[src/rtl/dwsp_pkg.sv]
package dwsp_pkg;
  localparam int SHIFT_LEN = 17;
  localparam int WIPER_W = 8;
  localparam int STACK_POS = 0;
  localparam int SECOND_MSB_POS = 1;
  localparam int FIRST_MSB_POS = 9;
  localparam logic [7:0] WIPER_RESET = 8'h80;
  localparam logic STACK_RESET = 1'b0;
  localparam int LINK_DIV = 4;
  localparam int LINK_DIV_W = 3;
  typedef enum {HS_IDLE, HS_SEL, HS_LOW, HS_HIGH, HS_END} dwsp_host_state_t;
endpackage : dwsp_pkg

[src/rtl/dwsp_if.sv]
`timescale 1ns/1ps
interface dwsp_if;
  logic sel;
  logic sclk;
  logic sdata;
  logic cascade_out;
  modport device (input sel, input sclk, input sdata, output cascade_out);
  modport host (output sel, output sclk, output sdata, input cascade_out);
endinterface : dwsp_if

[src/rtl/dwsp_host.sv]
`timescale 1ns/1ps
module dwsp_host
  import dwsp_pkg::*;
#(
  parameter int DEV_COUNT = 1
)
(
  input wire logic CLK_I,
  input wire logic RST_I,
  dwsp_if.host LINK,
  input wire logic START_I,
  input wire logic [SHIFT_LEN*DEV_COUNT-1:0] TX_DATA_I,
  output logic BUSY_O,
  output logic DONE_O,
  output logic [SHIFT_LEN*DEV_COUNT-1:0] RX_DATA_O
);
  localparam int NBITS = SHIFT_LEN * DEV_COUNT;
  localparam int CW = $clog2(NBITS + 1);
  //////////////////////////////////////////////////////////////////////
  logic cas_m_r;
  logic cas_s_r;
  dwsp_host_state_t st_r;
  dwsp_host_state_t st_nxt;
  logic [NBITS-1:0] tx_r;
  logic [NBITS-1:0] tx_nxt;
  logic [NBITS-1:0] rx_r;
  logic [NBITS-1:0] rx_nxt;
  logic [CW-1:0] cnt_r;
  logic [CW-1:0] cnt_nxt;
  logic [LINK_DIV_W-1:0] div_r;
  logic [LINK_DIV_W-1:0] div_nxt;
  logic sel_r;
  logic sel_nxt;
  logic sclk_r;
  logic sclk_nxt;
  logic done_r;
  logic done_nxt;
  logic tick;
  assign tick = (div_r == LINK_DIV_W'(LINK_DIV - 1));
  always_comb begin
    st_nxt = st_r;
    tx_nxt = tx_r;
    rx_nxt = rx_r;
    cnt_nxt = cnt_r;
    sel_nxt = sel_r;
    sclk_nxt = sclk_r;
    done_nxt = 1'b0;
    div_nxt = tick ? '0 : div_r + 1'b1;
    case (st_r)
      HS_IDLE: begin
        div_nxt = '0;
        if (START_I) begin
          tx_nxt = TX_DATA_I;
          cnt_nxt = CW'(NBITS);
          sel_nxt = 1'b1;
          st_nxt = HS_SEL;
        end
      end
      HS_SEL: if (tick) st_nxt = HS_LOW;
      HS_LOW: begin
        if (tick) begin
          if (cnt_r == '0) begin
            sel_nxt = 1'b0;
            st_nxt = HS_END;
          end else begin
            sclk_nxt = 1'b1;
            rx_nxt = {rx_r[NBITS-2:0], cas_s_r};
            st_nxt = HS_HIGH;
          end
        end
      end
      HS_HIGH: begin
        if (tick) begin
          sclk_nxt = 1'b0;
          tx_nxt = {tx_r[NBITS-2:0], 1'b0};
          cnt_nxt = cnt_r - 1'b1;
          st_nxt = HS_LOW;
        end
      end
      HS_END: begin
        if (tick) begin
          done_nxt = 1'b1;
          st_nxt = HS_IDLE;
        end
      end
      default: st_nxt = HS_IDLE;
    endcase
  end
  always_ff @(posedge CLK_I or posedge RST_I) begin
    if (RST_I) begin
      cas_m_r <= 1'b0;
      cas_s_r <= 1'b0;
      st_r <= HS_IDLE;
      tx_r <= '0;
      rx_r <= '0;
      cnt_r <= '0;
      div_r <= '0;
      sel_r <= 1'b0;
      sclk_r <= 1'b0;
      done_r <= 1'b0;
    end else begin
      cas_m_r <= LINK.cascade_out;
      cas_s_r <= cas_m_r;
      st_r <= st_nxt;
      tx_r <= tx_nxt;
      rx_r <= rx_nxt;
      cnt_r <= cnt_nxt;
      div_r <= div_nxt;
      sel_r <= sel_nxt;
      sclk_r <= sclk_nxt;
      done_r <= done_nxt;
    end
  end
  assign LINK.sel = sel_r;
  assign LINK.sclk = sclk_r;
  assign LINK.sdata = tx_r[NBITS-1];
  assign BUSY_O = (st_r != HS_IDLE);
  assign DONE_O = done_r;
  assign RX_DATA_O = rx_r;
endmodule : dwsp_host

[src/flat_wrapper.sv]
// flat-port wrapper written by rule: the top's interface ports become plain ports
module dwsp_host_flat import dwsp_pkg::*;
#(
  parameter int DEV_COUNT = 1
)
  (CLK_I, RST_I, START_I, TX_DATA_I, BUSY_O, DONE_O, RX_DATA_O, LINK_sel, LINK_sclk, LINK_sdata, LINK_cascade_out);
  dwsp_if LINK_i ();
  input wire logic CLK_I;
  input wire logic RST_I;
  input wire logic START_I;
  input wire logic [SHIFT_LEN*DEV_COUNT-1:0] TX_DATA_I;
  output logic BUSY_O;
  output logic DONE_O;
  output logic [SHIFT_LEN*DEV_COUNT-1:0] RX_DATA_O;
  output wire logic [$bits(LINK_i.sel)-1:0] LINK_sel;
  output wire logic [$bits(LINK_i.sclk)-1:0] LINK_sclk;
  output wire logic [$bits(LINK_i.sdata)-1:0] LINK_sdata;
  input wire logic [$bits(LINK_i.cascade_out)-1:0] LINK_cascade_out;
  assign LINK_sel = LINK_i.sel;
  assign LINK_sclk = LINK_i.sclk;
  assign LINK_sdata = LINK_i.sdata;
  assign LINK_i.cascade_out = LINK_cascade_out;
  dwsp_host #(.DEV_COUNT(DEV_COUNT)) u_core (.CLK_I(CLK_I), .RST_I(RST_I), .LINK(LINK_i), .START_I(START_I), .TX_DATA_I(TX_DATA_I), .BUSY_O(BUSY_O), .DONE_O(DONE_O), .RX_DATA_O(RX_DATA_O));
endmodule
[config.mk]
export PLATFORM = sky130hd
export DESIGN_NAME = dwsp_host_flat
export DESIGN_NICKNAME = d
export VERILOG_FILES = /design/src/rtl/dwsp_pkg.sv /design/src/rtl/dwsp_if.sv /design/src/rtl/dwsp_host.sv /design/src/flat_wrapper.sv
export SDC_FILE = /design/constraint.sdc
export NUM_CORES = 1
export LEC_CHECK = 0
export BUFFER_PORTS_ARGS = -buffer_cell sky130_fd_sc_hd__buf_4
export CORE_MARGIN = 1
export CORE_UTILIZATION = 50
export CTS_CLUSTER_DIAMETER = 100
export DETAILED_ROUTE_END_ITERATION = 7
export PLACE_DENSITY = 0.72
export SLEW_MARGIN = 20
export SYNTH_ARGS = -nofsm -noshare
export SYNTH_HDL_FRONTEND = slang
export SYNTH_SLANG_ARGS = --single-unit
[constraint.sdc]
create_clock -name CLK_I -period 3.2 [get_ports CLK_I]
set_clock_uncertainty 0.1 [all_clocks]
set_input_delay 0.16 -clock CLK_I [delete_from_list [all_inputs] [get_ports CLK_I]]
set_output_delay 0.16 -clock CLK_I [all_outputs]
set_load 0.01 [all_outputs]
==> out/results.tsv <==
stage	metric	value	unit
pwr	p_total	1054	µW
cells_and_area	post-route-util	62.76	%
detailed_routing	wl_per_cell	15.79	µm
cells_and_area	fillCellCount	362	
floorplan	die_w	70.32	µm
cells_and_area	drive_gt1_share	50.71	%
pwr	p_sw	217.4	µW
cts	cts_resized	0	
synthesis	synthSimpleGateAreaFrac	10.46	%
setup_path	r2r_slack	0.93	ns
floorplan	num_io_pins	43	
setup_path	worstPathArrival	2.35	ns
timing	fin_crit_sh	71.00	%
place	dp_hpwl	2899	µm
cells_and_area	nets	233	
timing	timing.fmax	440.1	MHz
cts	cts_tree	done	
outcome	status	finished, final reports clean	
cts	htreeDepth	2	
synthesis	synthXorXnorAreaFrac	0	%
pwr	p_comb_share	4.3	%
timing	rsz0062_at_grt	no	
pwr	sequentialPowerShare	60.7	%
cts	root_buffer	clkbuf_8	
timing	worstMarginPinSlew	0.8230	ns
global_routing	gr-total-overflow	0	
global_routing	grt_pass1_vias	1480	
cells_and_area	stdcell_count	263	
synthesis	mappedNetlistArea	2333	µm²
setup_path	worstSetupStartpoint	u_core.st_r[0]	
place	globalplace.congestion	0.8462	
global_routing	grt_pass1_wl	6844	µm
global_routing	grt_max_degree	51	
cts	cts_hold_buf	2	
pwr	ir_drop	0.2569	mV
cts	cts_buffer_depth	2	
synthesis	ys_seq_area_share	53.62	%
timing	setup_violations	0	
detailed_routing	drt-total-wl	4153	µm
floorplan	die_area	4944	µm²
synthesis	synth_compound_area_share	5.040	%
floorplan	core	4414	µm²
detailed_routing	routed_via_density	5.540	
setup_path	crit_type	flop to flop	
synthesis	synthMuxAreaShare	25.36	%
setup_path	crit_required	3.28	ns
setup_path	startpoint_type	flop	
setup_path	critical_path.max_fanout	18	
global_routing	gr-usage-all-layers	17.75	%
detailed_routing	ant_nets	0	
detailed_routing	dr_total_vias	1457	
timing	maxSlewViolCount	0	
synthesis	ys_warn_count	0	
job	drv_cap	0	
hold_path	hold_class	primary input to flop	
floorplan	initial_core_util	52.86	%
pwr	p_sw_share	20.63	%
timing	final_hold_viol_count	0	
timing	whs	0.01163	ns
detailed_routing	drcViolationCount	0	
cts	worstSkewPairLatency	0.30	ns
place	portBuffers	42	
synthesis	synth-seq-cells	50	
timing	fin_setup_tns	0	ns
timing	period_minus_slack	2.272	ns
synthesis	yosys.cell_types.count	40	
cts	path_clk_slew	0.09	ns
timing	slew_headroom	45.07	%
detailed_routing	firstDrtPassIters	4	
cts	cts_buffers	5	
pwr	leakage	0.001309	µW
cells_and_area	diodes	0	
hold_path	worstHoldStart	TX_DATA_I[0]	
place	place_inst	252	
synthesis	syn-instance-count	165	
setup_path	reg2reg_from	u_core.st_r[0]	
floorplan	die_h	70.32	µm
pwr	p_int	836.4	µW
pwr	power.density_cell_area	380.4	nW/µm²
synthesis	avgSynthCellArea	14.14	µm²
floorplan	std_cell_rows	24	
synthesis	synth_top_family_by_area	multiplexers	
global_routing	antenna_found_initial	0	
synthesis	synth_fa_ha_area_share	1.072	%
pwr	p_clk_share	35.0	%
detailed_routing	dr.first_iter.drc_count	190	
setup_path	end_kind	flop	
synthesis	syn_nets	188	
cts	post_cts.repair.setup_buffers	0	
cts	clock_sinks	50	
cells_and_area	syn_to_final_growth	18.71	%
## cell families after synthesis
group,after synthesis
AND/OR/NAND/NOR,32
multiplexers,50
flip-flops,50
buffers and inverters,16
adder cells (fa/ha/maj),2
AO/OA/AOI/OAI,15
## sequential cells by signal, indices dropped and copies added, names as in the netlist
| signal | count |
|---|---|
| u_core.LINK.sclk | 1 |
| u_core.div_r | 3 |
| u_core.cas_s_r | 1 |
| u_core.RX_DATA_O | 17 |
| u_core.tx_r | 17 |
| u_core.LINK.sel | 1 |
| u_core.cnt_r | 5 |
| u_core.st_r | 3 |
| u_core.DONE_O | 1 |
| u_core.cas_m_r | 1 |
## power groups by stage
stage | clock network (µW) | registers, µW | logic (µW)
2_1_floorplan | 0 | 653 | 13.0
3_3_place_gp | 0 | 652 | 42.4
3_5_place_dp | 0 | 652 | 43.5
4_1_cts | 379 | 640 | 45.5
5_1_grt | 405 | 641 | 50.0
6_report | 369 | 640 | 45.4
## metrics by stage
step / area [µm²] / setup WS (ns)
finish: 2770 / 0.9279
global route: 2770 / 0.8728
CTS: 2759 / 0.9329
detailed placement: 2648 / 0.9529
global placement: 2648 / 1.036
floorplan: 2333 / 1.328
## cell usage in the layout (no fill, tap or decap), types with 3 or more instances in the layout
| master | count |
|---|---|
| a21oi_1 | 3 |
| mux2_4 | 8 |
| dlygate4sd3_1 | 3 |
| clkbuf_8 | 6 |
| inv_1 | 7 |
| buf_4 | 43 |
| dfrtp_1 | 50 |
| nor3b_1 | 3 |
| o21ai_0 | 3 |
| mux2_2 | 40 |
| nor3_1 | 3 |
| nand2_1 | 6 |
## final cells by class
cell class / instances / area (µm²) / area share (%)
sequential: 50 / 1251 / 45.17
multi-input combinational: 99 / 978.4 / 35.32
timing repair buffer: 46 / 352.8 / 12.74
clock buffer: 7 / 86.33 / 3.117
tap: 52 / 65.06 / 2.349
inverter: 8 / 31.28 / 1.129
clock inverter: 1 / 5.005 / 0.1807
## worst paths after layout
path	cells past startpoint	end
setup / recovery	3	u_core.tx_r[14]
max in group asynchronous	3	u_core.LINK.sclk
setup reg to reg	3	u_core.tx_r[14]
hold reg to reg	0	u_core.cas_s_r
hold / removal	3	u_core.tx_r[0]
min in group asynchronous	3	u_core.RX_DATA_O[15]
## synthesized netlist by cell type
library cell	instances	share of area (%)
nand2_1	6	0.97
o21ai_0	3	0.64
mux2_4	8	5.1
o41ai_1	1	0.38
a21o_2	1	0.38
or3b_2	1	0.38
nor3_1	3	0.64
nor4b_2	1	0.64
buf_4	1	0.32
ha_1	2	1.1
or3b_4	1	0.48
nand2b_1	1	0.27
nor4b_1	2	0.75
nor2_1	1	0.16
a222oi_1	1	0.43
nor4_4	1	0.91
o22a_1	1	0.38
buf_6	3	1.4
or3_1	2	0.54
a21oi_4	1	0.70
a211o_1	2	0.75
nand3b_4	1	0.86
nor3b_1	3	0.97
or4b_1	1	0.43
nand3_1	2	0.43
o32ai_1	1	0.38
nor4_1	2	0.54
a21oi_1	3	0.64
mux2_2	40	19
a221oi_1	1	0.38
mux2i_1	1	0.43
inv_1	8	1.3
buf_2	1	0.21
dfrtp_1	50	54
nand2b_4	1	0.59
mux2_1	1	0.48
clkbuf_1	2	0.32
buf_12	1	0.86
nand4b_1	1	0.38
nor2b_1	2	0.54
## worst max-delay path, stage by stage (launching register included)
cell and delay (ns):
dfrtp_1 0.56, or3b_4 0.50, a21oi_4 0.59, mux2_2 0.41
## metal layers
layer	wire length [µm]	vias to the layer above	part of all wire, %	GRT usage [%]
li1	-	688	-	-
met1	1681	734	40	20.98
met2	2306	31	56	31.96
met3	128	4	3.1	3.608
met4	38	0	0.92	5.778
met5	0	-	0	0
Power figures use the tool's default switching activity.
